## config.mk

```make
export PLATFORM = sky130hd
export DESIGN_NAME = assp_port
export DESIGN_NICKNAME = d
export VERILOG_FILES = /design/src/core/assp_pkg.sv /design/src/core/assp_sync.sv /design/src/core/assp_port.sv
export VERILOG_INCLUDE_DIRS = /design/src /design/src/core
export SDC_FILE = /design/constraint.sdc
export NUM_CORES = 1
export LEC_CHECK = 0
export BUFFER_PORTS_ARGS = -buffer_cell sky130_fd_sc_hd__buf_2
export CELL_PAD_IN_SITES_DETAIL_PLACEMENT = 1
export CELL_PAD_IN_SITES_GLOBAL_PLACEMENT = 1
export CORE_UTILIZATION = 25
export CTS_BUF_LIST = sky130_fd_sc_hd__clkbuf_4
export DETAILED_ROUTE_END_ITERATION = 10
export GPL_ROUTABILITY_DRIVEN = 0
export PLACE_DENSITY_LB_ADDON = 0.05
export SLEW_MARGIN = 20
export SYNTH_ARGS = -nofsm -noshare
export SYNTH_HDL_FRONTEND = slang
export SYNTH_SLANG_ARGS = --single-unit
export TNS_END_PERCENT = 100
```

## constraint.sdc

```tcl
create_clock -name i_core_clk -period 1.71 [get_ports i_core_clk]
set_input_delay 0.171 -clock i_core_clk [delete_from_list [all_inputs] [get_ports i_core_clk]]
set_output_delay 0.171 -clock i_core_clk [all_outputs]
set_load 0.01 [all_outputs]
```

## src/core/assp_defines.svh

```systemverilog
/*
 * Constants of the accelerometer serial slave port: register offsets,
 * field positions, reset values and command byte layout.
 * Assumes inclusion by bare name from the core files.
 */
`ifndef ASSP_DEFINES_SVH
`define ASSP_DEFINES_SVH

`define ASSP_ADDR_W 6
`define ASSP_OFS_FORMAT 6'h31
`define ASSP_FORMAT_RST 8'h00
`define ASSP_FORMAT_WIRE_BIT 6
`define ASSP_CMD_RD_BIT 7
`define ASSP_CMD_BURST_BIT 6
`define ASSP_BYTE_BITS 4'h8

`endif

```

## src/core/assp_pkg.sv

```systemverilog
/*
 * Types shared by the serial slave port.
 * Assumes assp_defines.svh is visible to the including files.
 */
`default_nettype none
package assp_pkg;
    typedef enum logic [1:0] {
        ASSP_IDLE = 2'b00,
        ASSP_CMD  = 2'b01,
        ASSP_WR   = 2'b10,
        ASSP_RD   = 2'b11
    } assp_state_t;
endpackage : assp_pkg
`default_nettype wire

```

## src/core/assp_sync.sv

```systemverilog
/*
 * Two-flip-flop synchroniser for a vector of pin levels.
 * Assumes the pins are asynchronous to i_core_clk.
 */
`default_nettype none
module assp_sync #(
    parameter int W = 3,
    parameter logic [W-1:0] RST = '0
) (
    // Clock and reset
    input wire logic i_core_clk,
    input wire logic i_rst_n,
    // Levels
    input wire logic [W-1:0] i_async,
    output logic [W-1:0] o_sync
);
    logic [W-1:0] meta_q;
    logic [W-1:0] sync_q;

    // The first stage feeds only the second one.
    always_ff @(posedge i_core_clk or negedge i_rst_n) begin
        if (!i_rst_n) begin
            meta_q <= RST;
            sync_q <= RST;
        end else begin
            meta_q <= i_async;
            sync_q <= meta_q;
        end
    end

    assign o_sync = sync_q;
endmodule : assp_sync
`default_nettype wire

```

## src/core/assp_port.sv

```systemverilog
/*
 * Serial slave port of a 3-axis accelerometer, SPI mode only.
 * Assumes the pins are asynchronous and sampled by a much faster
 * i_core_clk; the register file lives outside apart from the format
 * register, which this block holds.
 */
`include "assp_defines.svh"
`default_nettype none
module assp_port #(
    parameter int ADDR_W = `ASSP_ADDR_W
) (
    // Clock and reset
    input wire logic i_core_clk,
    input wire logic i_rst_n,
    // Serial pins
    input wire logic i_cs_n,
    input wire logic i_sclk,
    input wire logic i_sdi,
    output logic o_sdo,
    output logic o_sdo_oe,
    output logic o_sdio,
    output logic o_sdio_oe,
    // Register side
    output logic [ADDR_W-1:0] o_reg_addr,
    output logic o_reg_wr,
    output logic [7:0] o_reg_wdata,
    output logic o_reg_rd,
    input wire logic [7:0] i_reg_rdata,
    // Status
    output logic o_two_wire_mode,
    output logic o_three_wire
);
    // ------------------------------------------------------------
    // Pin synchronisers
    // ------------------------------------------------------------
    logic [2:0] pins_s;
    logic cs_s;
    logic sclk_s;
    logic sdi_s;

    // Reset values match idle pins: deselected, clock high, data high.
    // Any other select or clock value would fake a select or a clock edge after reset.
    assp_sync #(.W(3), .RST(3'h7)) u_sync (
        .i_core_clk(i_core_clk),
        .i_rst_n(i_rst_n),
        .i_async({i_cs_n, i_sclk, i_sdi}),
        .o_sync(pins_s)
    );
    assign cs_s = pins_s[2];
    assign sclk_s = pins_s[1];
    assign sdi_s = pins_s[0];

    // ------------------------------------------------------------
    // State
    // ------------------------------------------------------------
    assp_pkg::assp_state_t st_q, st_d;
    logic sclk_q, sclk_d;
    logic [2:0] bit_q, bit_d;
    logic [7:0] sh_q, sh_d;
    logic [7:0] tx_q, tx_d;
    logic [ADDR_W-1:0] addr_q, addr_d;
    logic burst_flag_q, burst_flag_d;
    logic [7:0] fmt_q, fmt_d;
    logic sdo_q, sdo_d;
    logic sdo_oe_q, sdo_oe_d;
    logic sdio_oe_q, sdio_oe_d;
    logic wr_q, wr_d;
    logic rd_q, rd_d;
    logic [7:0] wdata_q, wdata_d;
    logic [ADDR_W-1:0] radr_q, radr_d;
    logic two_q, two_d;
    logic cs_seen_q, cs_seen_d;
    logic load_q, load_d;

    logic rise;
    logic fall;
    logic [7:0] nxt_byte;
    logic [7:0] rdsrc;

    assign rise = sclk_s & ~sclk_q;
    assign fall = ~sclk_s & sclk_q;
    assign nxt_byte = {sh_q[6:0], sdi_s};
    // The format register answers locally; all others come from outside.
    assign rdsrc = (addr_q == `ASSP_OFS_FORMAT) ? fmt_q : i_reg_rdata;

    // ------------------------------------------------------------
    // Next-state logic
    // ------------------------------------------------------------
    always_comb begin
        st_d = st_q;
        sclk_d = sclk_s;
        bit_d = bit_q;
        sh_d = sh_q;
        tx_d = tx_q;
        addr_d = addr_q;
        burst_flag_d = burst_flag_q;
        fmt_d = fmt_q;
        sdo_d = sdo_q;
        sdo_oe_d = sdo_oe_q;
        sdio_oe_d = sdio_oe_q;
        wr_d = 1'b0;
        rd_d = 1'b0;
        wdata_d = wdata_q;
        radr_d = radr_q;
        two_d = two_q;
        cs_seen_d = cs_seen_q;
        load_d = 1'b0;
        // Chip select never seen low means two-wire mode.
        if (!cs_s) begin
            cs_seen_d = 1'b1;
            two_d = 1'b0;
        end
        if (cs_s) begin
            // Deselect drops any partial byte and frees the data lines.
            st_d = assp_pkg::ASSP_IDLE;
            bit_d = 3'h0;
            sdo_oe_d = 1'b0;
            sdio_oe_d = 1'b0;
            two_d = ~cs_seen_q;
        end else begin
            if (st_q == assp_pkg::ASSP_IDLE) begin
                st_d = assp_pkg::ASSP_CMD;
                bit_d = 3'h0;
            end
            if (load_q) begin
                tx_d = rdsrc;
            end
            if (rise && st_q != assp_pkg::ASSP_IDLE) begin
                sh_d = nxt_byte;
                bit_d = bit_q + 3'h1;
                if (bit_q == 3'h7) begin
                    case (st_q)
                        assp_pkg::ASSP_CMD: begin
                            addr_d = nxt_byte[ADDR_W-1:0];
                            burst_flag_d =
                                nxt_byte[`ASSP_CMD_BURST_BIT];
                            if (nxt_byte[`ASSP_CMD_RD_BIT]) begin
                                st_d = assp_pkg::ASSP_RD;
                                rd_d = 1'b1;
                                radr_d = nxt_byte[ADDR_W-1:0];
                                load_d = 1'b1;
                            end else begin
                                st_d = assp_pkg::ASSP_WR;
                            end
                        end
                        assp_pkg::ASSP_WR: begin
                            wr_d = 1'b1;
                            wdata_d = nxt_byte;
                            radr_d = addr_q;
                            if (addr_q == `ASSP_OFS_FORMAT) begin
                                fmt_d = nxt_byte;
                            end
                            if (burst_flag_q) begin
                                addr_d = addr_q + ADDR_W'(1);
                            end
                        end
                        assp_pkg::ASSP_RD: begin
                            if (burst_flag_q) begin
                                addr_d = addr_q + ADDR_W'(1);
                                rd_d = 1'b1;
                                radr_d = addr_q + ADDR_W'(1);
                                load_d = 1'b1;
                            end
                        end
                        default: begin
                            st_d = assp_pkg::ASSP_IDLE;
                        end
                    endcase
                end
            end
            // Output changes on the falling edge; bit 7 goes first.
            if (fall && st_q == assp_pkg::ASSP_RD) begin
                sdo_d = tx_q[3'h7 - bit_q];
                if (fmt_q[`ASSP_FORMAT_WIRE_BIT]) begin
                    sdio_oe_d = 1'b1;
                    sdo_oe_d = 1'b0;
                end else begin
                    sdo_oe_d = 1'b1;
                    sdio_oe_d = 1'b0;
                end
            end
            // A write returns nothing useful; keep the lines quiet.
            if (st_q != assp_pkg::ASSP_RD) begin
                sdio_oe_d = 1'b0;
                sdo_d = 1'b0;
            end
        end
    end

    // ------------------------------------------------------------
    // Registers
    // ------------------------------------------------------------
    always_ff @(posedge i_core_clk or negedge i_rst_n) begin
        if (!i_rst_n) begin
            st_q <= assp_pkg::ASSP_IDLE;
            sclk_q <= 1'b1;
            bit_q <= 3'h0;
            sh_q <= 8'h00;
            tx_q <= 8'h00;
            addr_q <= '0;
            burst_flag_q <= 1'b0;
            fmt_q <= `ASSP_FORMAT_RST;
            sdo_q <= 1'b0;
            sdo_oe_q <= 1'b0;
            sdio_oe_q <= 1'b0;
            wr_q <= 1'b0;
            rd_q <= 1'b0;
            wdata_q <= 8'h00;
            radr_q <= '0;
            two_q <= 1'b1;
            cs_seen_q <= 1'b0;
            load_q <= 1'b0;
        end else begin
            st_q <= st_d;
            sclk_q <= sclk_d;
            bit_q <= bit_d;
            sh_q <= sh_d;
            tx_q <= tx_d;
            addr_q <= addr_d;
            burst_flag_q <= burst_flag_d;
            fmt_q <= fmt_d;
            sdo_q <= sdo_d;
            sdo_oe_q <= sdo_oe_d;
            sdio_oe_q <= sdio_oe_d;
            wr_q <= wr_d;
            rd_q <= rd_d;
            wdata_q <= wdata_d;
            radr_q <= radr_d;
            two_q <= two_d;
            cs_seen_q <= cs_seen_d;
            load_q <= load_d;
        end
    end

    assign o_sdo = sdo_q;
    assign o_sdo_oe = sdo_oe_q;
    assign o_sdio = sdo_q;
    assign o_sdio_oe = sdio_oe_q;
    assign o_reg_addr = radr_q;
    assign o_reg_wr = wr_q;
    assign o_reg_wdata = wdata_q;
    assign o_reg_rd = rd_q;
    assign o_two_wire_mode = two_q;
    assign o_three_wire = fmt_q[`ASSP_FORMAT_WIRE_BIT];
endmodule : assp_port
`default_nettype wire

```

==> Word level (Yosys, flattened, before mapping) <==
Index checks and enable logic that the tools add are counted.
{ "op_classes": {"bitwise_logic": 6, "n_mux": 36, "n_lt_le_gt_ge": 1, "n_reduce_logical": 19, "addsub": 3, "eq_ne": 9} }
{ "ops": {"columns": ["operator", "n"], "rows": [
  ["2-to-1 mux 1 bit", 21],
  ["case mux 6 bit (3 select lines)", 1],
  ["2-to-1 mux 6 bit", 2],
  ["case mux 6 bit (2 select lines)", 1],
  ["AND reduction 5 bit", 2],
  ["2-to-1 mux 3 bit", 3],
  ["nonzero test 3 bit", 3],
  ["2-to-1 mux 2 bit", 4],
  ["2-to-1 mux 8 bit", 1],
  ["AND reduction 4 bit", 2],
  ["nonzero test 2 bit", 4],
  ["adder 6 x 1 -> 6 bit (second input constant)", 1],
  ["== test 6 bit (second input constant)", 1],
  ["!= test 2 bit (second input constant)", 3],
  ["AND reduction 2 bit", 3],
  ["AND reduction 6 bit", 1],
  ["== test 2 bit (second input constant)", 2],
  ["< comparator 3 x 4 -> 1 bit (second input constant)", 1],
  ["NOT 1 bit", 4],
  ["case mux 2 bit (2 select lines)", 1],
  ["adder 3 x 1 -> 3 bit (second input constant)", 1],
  ["binary-select mux 1 bit (select 3 bit)", 1],
  ["== test 3 bit (second input constant)", 1],
  ["subtractor 3 bit (first input constant)", 1],
  ["other kinds (7)", 9]
]} }
{ "totals": {"register_bits": 63, "output_inout_bits": 22, "elab_cells": 93, "in_bits": 13} }

==> Longest topological paths before layout <==
{ "logic_depth": {"ltp_word": 6, "depth_mapped": 7, "ltp_nobuf": 6} }

==> By module <==
From an unflattened synthesis, not the netlist that was laid out.
{ "hier_totals": {"hier_cells": 242, "area_unflattened_um2": 2879.0} }
{ "by_module_without_submodules": {"columns": ["mod", "cells_each", "instances", "seq_area_each_um2", "area_per_inst_um2"], "rows": [
  ["assp_port", 236, 1, 1428.9, 2721.4],
  ["assp_sync", 6, 1, 157.7, 157.7]
]} }

==> Least setup slack after synthesis <==
No wires, ideal clock.
{ "synth_path": {"path_kind": "register to register", "startpoint": "register u_sync.sync_q[1], in the netlist u_sync.o_sync[1]", "endpoint": "register fmt_q[0]", "t_required_ns": 1.583, "n_path_buf": 1, "t_arrival_ns": 1.697, "period_less_slack_ns": 1.825, "path_slack_ns": -0.115, "setup_time_ns": 0.127, "path_stages_with_launch": 6, "path_cell_list": "dfstp_2 > nand2b_1 > nor3_4 > nor2b_1 > buf_4 > mux2_1"} }
{ "synth_between": {"elab_chain_len": 3} }
{ "synth_rtl": {"columns": ["item", "line_no", "rtl"], "rows": [
  ["start: declaration", "assp_sync.sv:18", "logic [W-1:0] sync_q;"],
  ["start signal: assignment", "assp_sync.sv:27", "sync_q <= meta_q;"],
  ["AND 1 bit", "assp_port.sv:80", "assign rise = sclk_s & ~sclk_q;"],
  ["logical AND 1 bit", "assp_port.sv:128", "if (rise && st_q != assp_pkg::ASSP_IDLE) begin"],
  ["AND reduction 5 bit (no line)", null, null],
  ["end signal: assignment", "assp_port.sv:202", "fmt_q <= `ASSP_FORMAT_RST;"],
  ["end signal: assignment", "assp_port.sv:221", "fmt_q <= fmt_d;"],
  ["end: declaration", "assp_port.sv:63", "logic [7:0] fmt_q, fmt_d;"]
]} }
Every way passes these cells.
A chain may end at the register's enable or synchronous reset.

==> Final worst setup path <==
{ "layout_path": {"startpoint": "register u_sync.sync_q[1], in the netlist u_sync.o_sync[1]", "endpoint": "register fmt_q[6]"} }
The elaborated chain is that of the path after synthesis.

==> metrics.yaml <==
die_w_um: 109.1
worstPathArrival_ns: 1.94
clk_path_buf_depth: 2
leakage_nw: 1.813
clock_sinks: 63
drc_errors: 0
final_cell_area_um2: 3611
die-area_um2: 11900
max_stage_delay_ns: 0.57
placed_cell_area_um2: 3383
finalCritPeriodShare: 0.9472
vias: 2050
antenna_found_initial: 0
dp_hpwl_um: 5303
final_max_slew_viol_count: 0
power_mw: 3.077
grt_use_total: 0.1373
io_buffers: 34
avgRoutedWirePerCell_um: 16.19
clock_skew_ns: 0.02176
cp-end-kind: "flop"
synth-seq-cells: 63
postSynthNetCount: 258
crit_fanout: 8
cts_buffers: 9
fp.dieH_um: 109.1
drive_gt1_frac: 0.3558
yosysSeqAreaShare: 0.5535
async_reset_ff_frac: 1.000
area.growth.synth_to_final_pct: 25.97
synthCells: 241
wl_um: 7317
io_pins: 35
hp-class: "in2reg"
synth-edff-count: 0
finalHoldViolCount: 0
ant_nets: 0
status: "finished clean"
n_antenna_cell: 0
avgViaCountPerCell: 4.535
place_inst: 430
start_util: 0.2610
htreeDepth: 3
cp_slowest_cell: "dfstp_2"
row_count: 38
fin_cells: 452
fillers: 1238
start_kind: "flop"
grt_first_pass_wirelength_um: 11760
clk_pin_slew_ns: 0.12
drt-initial-drc-count: 62
grt_setup_unrepaired: "false"
path_buf_inv: 1
ys_types: 44
relSlewSlack: 0.6405
period_needed_ns: 1.620
clk_latency_ns: 0.42
grt_pass1_vias: 2100
drt_first_pass_iters: 4
setup_violations: 0
nets: 324
coreArea_um2: 10980
fmax_mhz: 617.4
yosys_warnings: 0
syn_area_um2: 2866
cts_root_buf: "clkbuf_4"
powerDensity_nw_per_um2: 852.0
grt_max_degree: 26
crit_required_ns: 2.03
grt.overflow.total: 0
tightest_slew_ns: 0.5393
synth_area_per_cell_um2: 11.89
maxCapViolCount: 0
peakVddDrop_v: 0.0004411
ys.flop_type: "dfrtp_1"
cts_tree: "done"
critPathTopFamily: "flip-flops"
worstSetupPathType: "reg2reg"
path_cells: "nand2b_4, nor3_4, nor2b_1, buf_4, mux2_1"
==> layout make-up <==
class	instances	area (µm²)	share of cell area
Sequential cell	63	1587	0.4394
Multi-Input combinational cell	161	1217	0.3371
Clock buffer	11	82.58	0.02287
Tap cell	140	175.2	0.04851
Clock inverter	5	73.82	0.02044
Inverter	4	15.01	0.004158
Timing Repair Buffer	68	460.4	0.1275
==> power by group <==
part | switching [mW] | internal, mW
combinational | 0.143 | 0.139
clock | 0.551 | 0.617
sequential | 0.0751 | 1.55
total | 0.770 | 2.31
==> cells in the final DEF, fill, tap and decap left out, types with 9 or more instances in the layout <==
cell type,synthesis,layout
dfrtp_1,55,55
o21ai_0,11,11
mux2_1,14,14
mux2_2,17,17
clkbuf_4,0,11
mux2i_1,13,13
nor2_1,9,9
buf_4,2,28
nand2_1,20,20
a21oi_1,16,16
buf_2,6,34
==> tightest hold or removal path, delay by kind of cell <==
| family | cells | cell delay [ns] |
|---|---|---|
| multiplexers | 1 | 0.05 |
| AO/OA/AOI/OAI | 1 | 0.14 |
| buffers and inverters | 1 | 0.07 |
==> registers in the layout, summed over array words and instances (netlist names), 2 cells and up <==
signal / cells
u_sync.meta_q: 3
bit_q: 3
o_reg_addr: 6
sh_q: 7
st_q: 2
fmt_q: 8
u_sync.o_sync: 3
o_reg_wdata: 8
addr_q: 6
tx_q: 8
==> final timing paths <==
kind | startpoint | end | slack, ns | depth (start not counted)
worst max register to register | u_sync.o_sync[1]$_DFF_PN1_ | fmt_q[6]$_DFFE_PN0P_ | 0.09 | 5
max in group asynchronous | i_rst_n | u_sync.meta_q[0]$_DFF_PN1_ | 0.85 | 3
worst max-delay path | u_sync.o_sync[1]$_DFF_PN1_ | fmt_q[6]$_DFFE_PN0P_ | 0.09 | 5
worst min register to register | u_sync.meta_q[0]$_DFF_PN1_ | u_sync.o_sync[0]$_DFF_PN1_ | 0.36 | 0
worst min-delay path | i_reg_rdata[6] | tx_q[6]$_DFFE_PN0P_ | 0.05 | 3
min in group asynchronous | i_rst_n | tx_q[6]$_DFFE_PN0P_ | 0.26 | 2
==> per-layer routing <==
layer | share of wire | global-route usage | vias to the layer above
li1 | - | - | 994
met1 | 0.49 | 0.1859 | 1016
met2 | 0.46 | 0.2058 | 30
met3 | 0.028 | 0.03945 | 10
met4 | 0.014 | 0.05212 | 0
met5 | 0 | 0 | -
==> cell usage after synthesis (2+ instances only) <==
cell type	n	area, µm²
a21oi_1	16	80.08
a31oi_1	3	18.77
and3_1	2	12.51
buf_2	6	30.03
buf_4	2	15.01
clkbuf_1	4	15.01
dfrtp_1	55	1376
dfstp_2	8	210.2
ha_1	4	50.05
inv_1	4	15.01
mux2_1	14	157.7
mux2_2	17	191.4
mux2i_1	13	130.1
nand2_1	20	75.07
nand2b_1	6	37.54
nand3_1	5	25.02
nand4_1	3	18.77
nor2_1	9	33.78
nor2b_1	5	31.28
nor3_1	6	30.03
o21ai_0	11	55.05
o22a_1	2	17.52
o22ai_1	2	12.51
xnor2_1	2	17.52
xor2_1	3	26.28
==> through the flow <==
stage / util / hold slack [ns] / TNS [ns] / worst slack, ns
floorplan: - / -0.1246 / -0.4157 / -0.05196
global placement: 0.3080 / 0.1861 / 0 / 0.05033
detailed placement: 0.3080 / 0.1838 / 0 / 0.01081
CTS: 0.3259 / 0.02745 / 0 / 0.002905
global route: 0.3288 / 0.04277 / 0 / 0.005677
finish: 0.3288 / 0.05230 / 0 / 0.09023
==> cells by family (layout without fill, tap and decap cells) <==
family / count (synthesis) / in the layout / synth area share
XOR/XNOR: 5 / 5 / 0.01528
multiplexers: 45 / 45 / 0.1750
flip-flops: 63 / 63 / 0.5535
buffers and inverters: 17 / 88 / 0.02749
AND/OR/NAND/NOR: 65 / 65 / 0.1231
adder cells (fa/ha/maj): 4 / 4 / 0.01746
AO/OA/AOI/OAI: 42 / 42 / 0.08818
==> timing repair <==
item                                    4_1_cts  5_1_grt
resized for setup                             0        3
hold endpoints to repair                     16        0
endpoints found under the setup margin        0       14
buffers inserted                              0        2
hold buffers                                  4        0
Note: power is estimated with default switching activity, not from simulation.
